### src/pccs_pkg.sv
`default_nettype none

package pccs_pkg;

    // ------------------------------------------------------------------
    // Configuration space layout
    // ------------------------------------------------------------------
    localparam logic [7:0] OFS_MAKER_ID  = 8'h00;
    localparam logic [7:0] OFS_PART_ID   = 8'h02;
    localparam logic [7:0] OFS_COMMAND   = 8'h04;
    localparam logic [7:0] OFS_STATUS    = 8'h06;
    localparam logic [5:0] DW_IDENT      = OFS_MAKER_ID[7:2];
    localparam logic [5:0] DW_CMD_STS    = OFS_COMMAND[7:2];
    // The status word rides in the upper half of the command/status dword.
    localparam int STS_WORD_LSB  = 16;

    // ------------------------------------------------------------------
    // Command word fields
    // ------------------------------------------------------------------
    localparam int CMD_SERR_EN   = 8;
    localparam int CMD_PERR_EN   = 6;
    localparam int CMD_MWI_EN    = 4;
    localparam int CMD_MASTER_EN = 2;
    localparam int CMD_MEM_EN    = 1;
    localparam logic [15:0] CMD_WRITE_MASK = 16'h0156;
    localparam logic [15:0] CMD_RESET      = 16'h0000;

    // ------------------------------------------------------------------
    // Status word fields
    // ------------------------------------------------------------------
    localparam int STS_DET_PAR   = 15;
    localparam int STS_SIG_SERR  = 14;
    localparam int STS_RCV_MABT  = 13;
    localparam int STS_RCV_TABT  = 12;
    localparam int STS_SIG_TABT  = 11;
    localparam int STS_MDPE      = 8;
    localparam int STS_B2B_CAP   = 7;
    localparam int STS_HIGH_SPD  = 5;
    localparam int STS_DEVSEL_LSB = 9;
    localparam int STS_CAP_LIST  = 4;
    localparam logic [1:0]  STS_DEVSEL_MEDIUM = 2'h1;
    localparam logic [15:0] STS_RESET         = 16'h0290;
    localparam int FLAG_COUNT = 6;

    // Config access request, one cycle wide.
    typedef struct packed {
        logic        valid;
        logic        write;
        logic [5:0]  dword;
        logic [3:0]  byte_en;
        logic [31:0] wdata;
    } pccs_cfg_req_t;

    // Bus events reported by the bus engine, each a one-cycle pulse.
    typedef struct packed {
        logic addr_parity_err;
        logic data_parity_err;
        logic master_parity_err;
        logic master_abort;
        logic master_abort_special;
        logic target_abort_rcvd;
        logic target_abort_sent;
    } pccs_events_t;

    // Sticky flag order inside the flag vector.
    typedef enum int {
        PCCS_F_MDPE, PCCS_F_SIG_TABT, PCCS_F_RCV_TABT,
        PCCS_F_RCV_MABT, PCCS_F_SIG_SERR, PCCS_F_DET_PAR
    } pccs_flag_t;

endpackage

`default_nettype wire

### src/pccs_config_regs.sv
// Function
// - Offset 00h returns a fixed 16-bit maker code; writes ignored.
// - Offset 02h returns a fixed 16-bit part code; writes ignored.
// - Command bits 15:10 always read zero.
// - Command bit 9 back-to-back enable is read-only zero.
// - Command bit 8 enables driving system error on address parity errors.
// - Command bit 7 stepping control is hardwired zero.
// - Command bit 6 gates the parity error output on data parity errors.
// - Command bits 5, 3 and 0 read zero.
// - Command bit 4 allows write-and-invalidate, else plain memory write.
// - Command bit 2 gates the initiator bus request.
// - Command bit 1 gates claiming memory cycles; host sets it first.
// - Status bit 15 sets on any detected parity error.
// - Status bit 14 sets whenever system error is asserted.
// - Status bit 13 sets on master-abort of own non-special transaction.
// - Status bit 12 sets when own transaction receives target-abort.
// - Status bit 11 sets when device as target signals target-abort.
// - Status bits 10:9 report medium select timing, code 01.
// - Status bit 8 sets per master data parity rules; its clear is gated by byte enable 2, the others by byte enable 3.
// - Status bit 7 back-to-back capability is read-only, conflict resolved.
// - Status bit 5 reads zero: no high-speed operation.
// - Status bit 4 read-only: capability list flag, set by CAP_LIST.
`timescale 1ns/1ps
`default_nettype none

module pccs_config_regs
    import pccs_pkg::*;
#(
    parameter logic [15:0] MAKER_ID   = 16'h1234,   // Arbitrary value.
    parameter logic [15:0] PART_ID    = 16'habcd,   // Arbitrary value.
    parameter logic        B2B_CAP    = 1'b1,
    parameter logic        CAP_LIST   = 1'b1
) (
    input  wire logic                   mclk,                      // 25 MHz clock.
    input  wire logic                   srst,                      // Sync reset.
    input  wire pccs_pkg::pccs_cfg_req_t cfg_req,                  // Config access.
    output logic                        cfg_ack,                   // Access done.
    output logic [31:0]                 cfg_rdata,                 // Read data.
    input  wire pccs_pkg::pccs_events_t bus_events,                // Bus events.
    input  wire logic                   master_req_in,             // Engine wants bus.
    output logic                        master_req_out,            // Gated request.
    input  wire logic                   master_want_mwi,           // Engine wants MWI.
    output logic                        master_use_mwi,            // MWI allowed.
    input  wire logic                   mem_addr_hit,              // Memory decode hit.
    output logic                        mem_claim,                 // Claim the cycle.
    output logic                        initiator_enable,          // Command bit 2.
    output logic                        memory_decode_enable,      // Command bit 1.
    output logic                        write_invalidate_enable,   // Command bit 4.
    output logic                        parity_response_enable,    // Command bit 6.
    output logic                        system_error_drive_enable, // Command bit 8.
    output logic                        system_error_out_n,        // Error pin value.
    output logic                        system_error_oe,           // Error pin enable.
    output logic                        parity_error_out_n,        // Parity pin value.
    output logic                        parity_error_oe            // Parity pin enable.
);
    import pccs_pkg::*;

    logic [15:0]           command;
    logic [15:0]           status;
    logic [FLAG_COUNT-1:0] flags;
    logic [FLAG_COUNT-1:0] flag_set;
    logic [FLAG_COUNT-1:0] flag_clr;
    logic                  wr_cmd_sts;
    logic                  next_serr;
    logic                  next_perr;
    logic                  perr_hold;

    // ------------------------------------------------------------------
    // Byte-lane merge
    // ------------------------------------------------------------------
    function automatic logic [15:0] lane_bits(input logic [1:0] be);
        lane_bits = {{8{be[1]}}, {8{be[0]}}};
    endfunction

    assign wr_cmd_sts = cfg_req.valid && cfg_req.write && (cfg_req.dword == DW_CMD_STS);

    // ------------------------------------------------------------------
    // Command word
    // ------------------------------------------------------------------
    // writable mask
    // Only the enable bits hold storage; every other bit is a constant zero.
    always_ff @(posedge mclk) begin
        if (srst) begin
            command <= CMD_RESET;
        end else if (wr_cmd_sts) begin
            command <= (command & ~(CMD_WRITE_MASK & lane_bits(cfg_req.byte_en[1:0])))
                     | (cfg_req.wdata[15:0] & CMD_WRITE_MASK & lane_bits(cfg_req.byte_en[1:0]));
        end
    end

    assign system_error_drive_enable = command[CMD_SERR_EN];
    assign parity_response_enable    = command[CMD_PERR_EN];
    assign write_invalidate_enable   = command[CMD_MWI_EN];
    assign initiator_enable          = command[CMD_MASTER_EN];
    assign memory_decode_enable      = command[CMD_MEM_EN];

    // ------------------------------------------------------------------
    // Gating of bus behaviour
    // ------------------------------------------------------------------
    // initiator gate
    assign master_req_out = master_req_in && initiator_enable;
    assign master_use_mwi = master_want_mwi && write_invalidate_enable;
    assign mem_claim      = mem_addr_hit && memory_decode_enable;

    // ------------------------------------------------------------------
    // Error pins
    // ------------------------------------------------------------------
    // system error drive
    assign next_serr = bus_events.addr_parity_err && system_error_drive_enable;
    assign next_perr = bus_events.data_parity_err && parity_response_enable;

    // System error is open drain: pull low for one cycle, otherwise release.
    always_ff @(posedge mclk) begin
        if (srst) begin
            system_error_oe <= 1'b0;
        end else begin
            system_error_oe <= next_serr;
        end
    end
    assign system_error_out_n = 1'b0;

    // The parity pin is driven low one cycle, then high one more cycle before
    // release, so the line is not left floating low.
    always_ff @(posedge mclk) begin
        if (srst) begin
            parity_error_out_n <= 1'b1;
            parity_error_oe    <= 1'b0;
            perr_hold          <= 1'b0;
        end else begin
            parity_error_out_n <= !next_perr;
            perr_hold          <= next_perr;
            parity_error_oe    <= next_perr || perr_hold;
        end
    end

    // ------------------------------------------------------------------
    // Status flags
    // ------------------------------------------------------------------
    always_comb begin
        flag_set = '0;
        flag_set[PCCS_F_DET_PAR]  = bus_events.addr_parity_err || bus_events.data_parity_err;
        flag_set[PCCS_F_SIG_SERR] = next_serr;
        flag_set[PCCS_F_RCV_MABT] = bus_events.master_abort && !bus_events.master_abort_special;
        flag_set[PCCS_F_RCV_TABT] = bus_events.target_abort_rcvd;
        flag_set[PCCS_F_SIG_TABT] = bus_events.target_abort_sent;
        flag_set[PCCS_F_MDPE]     = bus_events.master_parity_err && parity_response_enable;
    end

    always_comb begin
        flag_clr = '0;
        if (wr_cmd_sts && cfg_req.byte_en[3]) begin
            flag_clr[PCCS_F_DET_PAR]  = cfg_req.wdata[STS_WORD_LSB + STS_DET_PAR];
            flag_clr[PCCS_F_SIG_SERR] = cfg_req.wdata[STS_WORD_LSB + STS_SIG_SERR];
            flag_clr[PCCS_F_RCV_MABT] = cfg_req.wdata[STS_WORD_LSB + STS_RCV_MABT];
            flag_clr[PCCS_F_RCV_TABT] = cfg_req.wdata[STS_WORD_LSB + STS_RCV_TABT];
            flag_clr[PCCS_F_SIG_TABT] = cfg_req.wdata[STS_WORD_LSB + STS_SIG_TABT];
        end
        if (wr_cmd_sts && cfg_req.byte_en[2]) begin
            flag_clr[PCCS_F_MDPE] = cfg_req.wdata[STS_WORD_LSB + STS_MDPE];
        end
    end

    pccs_sticky_flags #(
        .WIDTH (FLAG_COUNT)
    ) u_flags (
        .mclk  (mclk),
        .srst  (srst),
        .set   (flag_set),
        .clear (flag_clr),
        .flags (flags)
    );

    // fixed status bits
    // Back-to-back capability follows the documented reset word, not the prose.
    always_comb begin
        status                  = '0;
        status[STS_DET_PAR]     = flags[PCCS_F_DET_PAR];
        status[STS_SIG_SERR]    = flags[PCCS_F_SIG_SERR];
        status[STS_RCV_MABT]    = flags[PCCS_F_RCV_MABT];
        status[STS_RCV_TABT]    = flags[PCCS_F_RCV_TABT];
        status[STS_SIG_TABT]    = flags[PCCS_F_SIG_TABT];
        status[STS_DEVSEL_LSB +: 2] = STS_DEVSEL_MEDIUM;
        status[STS_MDPE]        = flags[PCCS_F_MDPE];
        status[STS_B2B_CAP]     = B2B_CAP;
        status[STS_HIGH_SPD]    = 1'b0;
        status[STS_CAP_LIST]    = CAP_LIST;
    end

    // ------------------------------------------------------------------
    // Config read path
    // ------------------------------------------------------------------
    // identification read
    // Unmapped dwords read as zero and swallow writes, so probing is harmless.
    always_ff @(posedge mclk) begin
        if (srst) begin
            cfg_ack   <= 1'b0;
            cfg_rdata <= '0;
        end else begin
            cfg_ack <= cfg_req.valid;
            if (cfg_req.valid && !cfg_req.write) begin
                case (cfg_req.dword)
                    DW_IDENT: begin
                        cfg_rdata <= {PART_ID, MAKER_ID};
                    end
                    DW_CMD_STS: begin
                        cfg_rdata <= {status, command};
                    end
                    default: begin
                        cfg_rdata <= '0;
                    end
                endcase
            end
        end
    end

    // ------------------------------------------------------------------
    // Checks
    // ------------------------------------------------------------------
    cmd_reserved_zero_a: assert property (@(posedge mclk) disable iff (srst)
        (command & ~CMD_WRITE_MASK) == 16'h0000)
        else $error("Command read-only bits not zero.");

    status_fixed_a: assert property (@(posedge mclk) disable iff (srst)
        status[STS_DEVSEL_LSB +: 2] == STS_DEVSEL_MEDIUM && !status[STS_HIGH_SPD]
        && status[3:0] == 4'h0)
        else $error("Status fixed fields wrong.");

    ident_read_a: assert property (@(posedge mclk) disable iff (srst)
        cfg_req.valid && !cfg_req.write && cfg_req.dword == DW_IDENT
        |=> cfg_ack && cfg_rdata == {PART_ID, MAKER_ID})
        else $error("Identification read wrong.");

    parity_flag_set_a: assert property (@(posedge mclk) disable iff (srst)
        bus_events.data_parity_err || bus_events.addr_parity_err
        |=> status[STS_DET_PAR])
        else $error("Detected parity flag not set.");

    serr_flag_a: assert property (@(posedge mclk) disable iff (srst)
        system_error_oe |-> status[STS_SIG_SERR] && $past(command[CMD_SERR_EN]))
        else $error("System error flag or enable mismatch.");

    perr_gate_a: assert property (@(posedge mclk) disable iff (srst)
        $rose(parity_error_oe) |-> !parity_error_out_n && $past(command[CMD_PERR_EN])
        ##1 parity_error_oe && (parity_error_out_n == !$past(next_perr)))
        else $error("Parity pin sequence wrong.");

    mem_claim_gate_a: assert property (@(posedge mclk) disable iff (srst)
        mem_claim |-> command[CMD_MEM_EN] && mem_addr_hit)
        else $error("Memory claimed while disabled.");

    master_gate_a: assert property (@(posedge mclk) disable iff (srst)
        master_req_out |-> command[CMD_MASTER_EN] && master_req_in)
        else $error("Initiator request while disabled.");

    mwi_gate_a: assert property (@(posedge mclk) disable iff (srst)
        master_use_mwi |-> command[CMD_MWI_EN])
        else $error("Write-invalidate used while disabled.");

    abort_flag_a: assert property (@(posedge mclk) disable iff (srst)
        bus_events.master_abort && bus_events.master_abort_special
        && !status[STS_RCV_MABT] |=> !status[STS_RCV_MABT])
        else $error("Special-cycle abort set the flag.");

    master_abort_flag_a: assert property (@(posedge mclk) disable iff (srst)
        bus_events.master_abort && !bus_events.master_abort_special |=> status[STS_RCV_MABT])
        else $error("Master-abort flag not set.");

    rcvd_abort_set_a: assert property (@(posedge mclk) disable iff (srst)
        bus_events.target_abort_rcvd |=> status[STS_RCV_TABT])
        else $error("Received target-abort flag not set.");

    sent_abort_set_a: assert property (@(posedge mclk) disable iff (srst)
        bus_events.target_abort_sent |=> status[STS_SIG_TABT])
        else $error("Signalled target-abort flag not set.");

    serr_pin_drive_a: assert property (@(posedge mclk) disable iff (srst)
        bus_events.addr_parity_err && system_error_drive_enable |=> system_error_oe)
        else $error("System error pin not driven.");

    mdpe_flag_gate_a: assert property (@(posedge mclk) disable iff (srst)
        $rose(status[STS_MDPE]) |-> $past(bus_events.master_parity_err && parity_response_enable))
        else $error("Master data parity flag set without cause.");

    w1c_clear_a: assert property (@(posedge mclk) disable iff (srst)
        wr_cmd_sts && cfg_req.byte_en[3] && cfg_req.wdata[16 + STS_SIG_TABT]
        && !bus_events.target_abort_sent |=> !status[STS_SIG_TABT])
        else $error("Signalled target-abort flag not cleared.");

endmodule

`default_nettype wire

### src/pccs_sticky_flags.sv
`timescale 1ns/1ps
`default_nettype none

module pccs_sticky_flags #(
    parameter int WIDTH = 6
) (
    input  wire logic             mclk,    // Clock.
    input  wire logic             srst,    // Synchronous reset.
    input  wire logic [WIDTH-1:0] set,     // Hardware set pulses.
    input  wire logic [WIDTH-1:0] clear,   // Write-one-to-clear pulses.
    output logic      [WIDTH-1:0] flags    // Sticky flags.
);

    // ------------------------------------------------------------------
    // Flag storage
    // ------------------------------------------------------------------
    // A set in the same cycle as a clear wins, so no event is lost.
    always_ff @(posedge mclk) begin
        if (srst) begin
            flags <= '0;
        end else begin
            flags <= (flags & ~clear) | set;
        end
    end

endmodule

`default_nettype wire

### config.mk
export PLATFORM = sky130hd
export DESIGN_NAME = pccs_config_regs
export DESIGN_NICKNAME = d
export VERILOG_FILES = /design/src/pccs_pkg.sv /design/src/pccs_config_regs.sv /design/src/pccs_sticky_flags.sv
export SDC_FILE = /design/constraint.sdc
export NUM_CORES = 1
export LEC_CHECK = 0
export ABC_AREA = 1
export BUFFER_PORTS_ARGS = -buffer_cell sky130_fd_sc_hd__buf_2
export CAP_MARGIN = 20
export CORE_MARGIN = 3
export CORE_UTILIZATION = 33
export CTS_CLUSTER_DIAMETER = 50
export DETAILED_ROUTE_END_ITERATION = 16
export GPL_ROUTABILITY_DRIVEN = 0
export HOLD_SLACK_MARGIN = 0.02
export MAX_ROUTING_LAYER = met4
export PLACE_DENSITY = 0.69
export SLEW_MARGIN = 20
export SYNTH_ARGS = -nofsm -noshare
export SYNTH_HDL_FRONTEND = slang
export SYNTH_SLANG_ARGS = --single-unit
### constraint.sdc
create_clock -name mclk -period 2.4 [get_ports mclk]
set_input_delay 0.12 -clock mclk [delete_from_list [all_inputs] [get_ports mclk]]
set_output_delay 0.12 -clock mclk [all_outputs]
set_load 0.02 [all_outputs]
After elaboration in Yosys (flattened, before gate mapping)
Index checks and enable logic that the tools add are counted.
{"block": "word_totals", "input_bits": 56, "romBits": 0, "latchBits": 0, "output_inout_bits": 45, "ramBits": 0, "n_memories": 0, "word_cells": 37, "reg_bits": 59}
{"block": "classes", "n_eq_ne": 1, "muxes": 3, "mul": 0, "addsub": 0, "n_reduce_logical": 18, "div": 0, "bitwise_logic": 7, "magnitude_cmp": 0, "n_shift": 0}
{"op": "$pmux 32 s2", "count": 1}
{"op": "$and 16x16->16", "count": 1}
{"op": "$and 9x16->16", "count": 1}
{"op": "$not 9->16", "count": 1}
{"op": "$or 16x16->16", "count": 1}
{"op": "$logic_and 1x1->1", "count": 12}
{"op": "$and 6x6->6", "count": 1}
{"op": "$eq 6x1->1 const B", "count": 1}
{"op": "$logic_not 6->1", "count": 1}
{"op": "$not 6->6", "count": 1}
{"op": "$or 6x6->6", "count": 1}
{"op": "$mux 5", "count": 1}
{"op": "$logic_not 1->1", "count": 3}
{"op": "$logic_or 1x1->1", "count": 2}
{"op": "$mux 1", "count": 1}

Depth between registers and ports, before layout
{"block": "depth", "word_depth": 7, "ltp_mapped": 7, "ltp_nobuf": 6}

Cells and area by module
From an unflattened synthesis, not the netlist that was laid out.
{"block": "hier_totals", "hier_cells": 208, "hier_area_um2": 1446.4}
{"mod": "pccs_config_regs", "seq_area_each_um2": 480.5, "cells_each": 178, "area_each_um2": 1228.7, "instances": 1}
{"mod": "pccs_sticky_flags", "seq_area_each_um2": 120.1, "cells_each": 30, "area_each_um2": 217.7, "instances": 1}

Worst setup path before layout
OpenSTA, ideal clock, no wires.
{"block": "synth_path", "path_type": "input-to-reg", "start": "input port cfg_req[41] (netlist bit)", "end": "register u_flags.flags[4]", "setup_ps": 132, "setup_slack_ps": 1519, "stages": 7, "t_arrival_ps": 749, "t_required_ps": 2268, "path_buffers": 1, "path_cell_list": "nor2_2 nand2_1 nor2_4 buf_4 nand4_1 nand2_1 a21oi_1"}
{"block": "synth_via", "elab_chain_len": 7}
{"item": "start: declaration", "line_no": "pccs_config_regs.sv:36", "rtl": "input wire pccs_pkg::pccs_cfg_req_t cfg_req,"}
{"item": "$eq 6x1->1", "line_no": "pccs_config_regs.sv:75", "rtl": "assign wr_cmd_sts = cfg_req.valid && cfg_req.write && (cfg_req.dword == DW_CMD_STS);"}
{"item": "$logic_and 1x1->1", "line_no": "pccs_config_regs.sv:75"}
{"item": "$logic_and 1x1->1", "line_no": "pccs_config_regs.sv:151", "rtl": "if (wr_cmd_sts && cfg_req.byte_en[3]) begin"}
{"item": "$mux 5", "line_no": "pccs_config_regs.sv:151"}
{"item": "$not 6->6", "line_no": "pccs_sticky_flags.sv:22", "rtl": "flags <= (flags & ~clear) | set;"}
{"item": "$and 6x6->6", "line_no": "pccs_sticky_flags.sv:22"}
{"item": "$or 6x6->6", "line_no": "pccs_sticky_flags.sv:22"}
{"item": "end signal: assignment", "line_no": "pccs_sticky_flags.sv:22"}
{"item": "end: declaration", "line_no": "pccs_sticky_flags.sv:11", "rtl": "output logic [WIDTH-1:0] flags"}
Every way passes these cells.
A chain may end at the register's enable or synchronous reset.

==> summary.txt <==
DRT antenna net count - 0
Starting Density - 35.2%
Maximum achievable frequency - 0.947 GHz
Drt wl/cell - 11.4 microns
Worst EP arrival - 0.94 ns
Max stage delay cell, worst path - dfxtp_1
Detailed Routing Iterations Pass 1 - 4
Filler Cell Count - 417
Post-cts hold buffer count - 0
Seq/Total Area, Yosys - 45.2%
Post-Layout Cell Count - 278
Max-cap violations - 0
Post-synth top flop - dfxtp_1
Yosys reg bits - 30
Leakage power - 0.000831 uW
PostCTS Resize Cnt - 0
Dominant cells by area after synthesis - dfxtp_1 45%, buf_4 12%, nand2_1 12%, a21oi_1 8.3%, nand4_1 5.2%
Syn-to-layout area delta - 25.9%
Worst VDD drop - 0.245 mV
Clk Latency, worst-skew pair - 0.28 ns
Tcrit/Tclk final - 44.0%
Layout cell share with drive strength beyond 1 - 36.5%
Setup crit start kind - flop
Status - complete, no violations
Max Slew Vio Count - 0
Crit path buffers/inverters - 1
Crit path max-delay family - flip-flops
Total GRT Usage - 14.2%
Number of global-route vias before repair - 1165
Final TNS setup - 0 ns
Worst Path Required - 2.28 ns
Worst-path clk slew - 0.06 ns
Final setup violation count - 0
Max Buffers Root-to-Sink - 2
Num rows - 22
Setup crit end kind - primary output
Drt via density - 4.47
PwrDens - 596 nW/um^2
Remaining DRCs - 0
GRT Residual Overflow - 0
Synthesized area - 1330 sq um
Diode count - 0
Syn Inst Count - 171
Warnings, synthesis - 0
CP Cell Sequence - buf_2
Setup WS pre-CTS - 1.11 ns
Die ar. - 4820 sq um
Commonest cells post-synth - 41 x nand2_1, 30 x dfxtp_1, 22 x a21oi_1
Via count - 1244
Mean Syn Cell Area - 7.76 sq um
Post-CTS setup repair buffer count - 0
TritonCTS clock tree - done
PortBufs - 67
Post-synth EDFFs - 0
Dpl hpwl - 2320 microns
Number of buffers created by CTS - 5
Async set-reset flop share out of synthesis - 0%
Horiz. Die Dim - 69.4 microns
Placed Cells - 272
Overall power - 996 uW
Core region area - 3770 sq um
Die Span Y - 69.4 microns
Post-route setup slack - 1.34 ns
Layout Skew - 0.00531 ns
Leading area contributor after synthesis - dfxtp_1
Setup CP Type - flop to primary output
RSZ-0062 raised after global routing - no
Rel. slew slack - 64.7%
H-tree lvl count - 2
DR iter-0 viols - 39
Final Util - 44.3%
Clock period minus final worst setup slack - 1.06 ns
Hold Path Class - primary input to flop
Crit-path max cell delay - 0.44 ns
Worst-Margin Slew - 0.529 ns
Aggregate routed wire length - 3180 microns
Most frequent cell after synthesis - nand2_1
Root Buffer - clkbuf_8
Cell variety after synth - 19
Io pins - 101
Final #Nets - 287
CTS sink cnt - 30
Synth top area share - 45.2%
First-pass GRT wire length - 5290 microns
Initial antenna violation count - 0
Hold Vio Cnt, Final - 0
CP Max Fanout - 5
Largest net degree at the start of global routing - 28
-- cells in the final DEF (no fill, tap or decap) --
cell type  count
inv_1         13
conb_1        12
nand2_1       41
a21oi_1       22
a211oi_1       1
clkbuf_8       6
nor2_4         2
nor2_1         5
dfxtp_1       30
o21ai_0        7
nand3_2        1
nand4_1       11
inv_2          3
nor2_2         4
buf_2         67
nor3_4         1
nand3_1        4
-- cells by family (layout without fill, tap and decap cells) --
family                 after synthesis  after routing  synth area share (%)
other                                1             12                 0.282
buffers and inverters               41             89                  17.7
flip-flops                          30             30                  45.2
AND/OR/NAND/NOR                     69             69                  25.3
AO/OA/AOI/OAI                       30             30                  11.5
-- through the flow --
step                      hold WS, ns  cell area [sq um]
after detailed placement        0.366               1590
after global routing           0.0713               1670
final                          0.0718               1670
after floorplan                 0.245               1370
after CTS                      0.0666               1670
after global placement          0.363               1590
-- routing by layer --
metal  up-vias  part of all wire (%)  global-route usage [%]
met5         -                     0                       -
met4         0                   2.2                    6.51
met3         7                   8.8                    4.78
met2        54                    46                    22.9
met1       542                    43                    15.9
li1        641                     -                       -
-- power by group --
group	internal, uW	switching [uW]	leakage, uW
clock network	220	170	0.0000431
logic	31.3	64.6	0.000545
registers	506	3.58	0.000243
-- final cells by class --
class	instances	area [sq um]	share of cell area (%)
well taps	48	60.1	3.59
multi-input cells	111	533	31.9
flip-flops and latches	30	601	35.9
inverters	16	60.1	3.59
repair buffers	67	335	20.1
clock buffers	6	82.6	4.94
-- final timing paths --
kind / slack, ns / depth (start not counted) / endpoint / startpoint
max: 1.34 / 1 / parity_response_enable / flop
max reg2reg: 1.55 / 3 / parity_error_out_n$_SDFF_PP1_ / flop
min reg2reg: 0.44 / 2 / parity_error_oe$_SDFF_PP0_ / perr_hold$_SDFF_PP0_
min: 0.07 / 3 / u_flags.flags[1]$_SDFF_PP0_ / bus_events[0]
No activity file was read; power rests on OpenSTA's default activity.
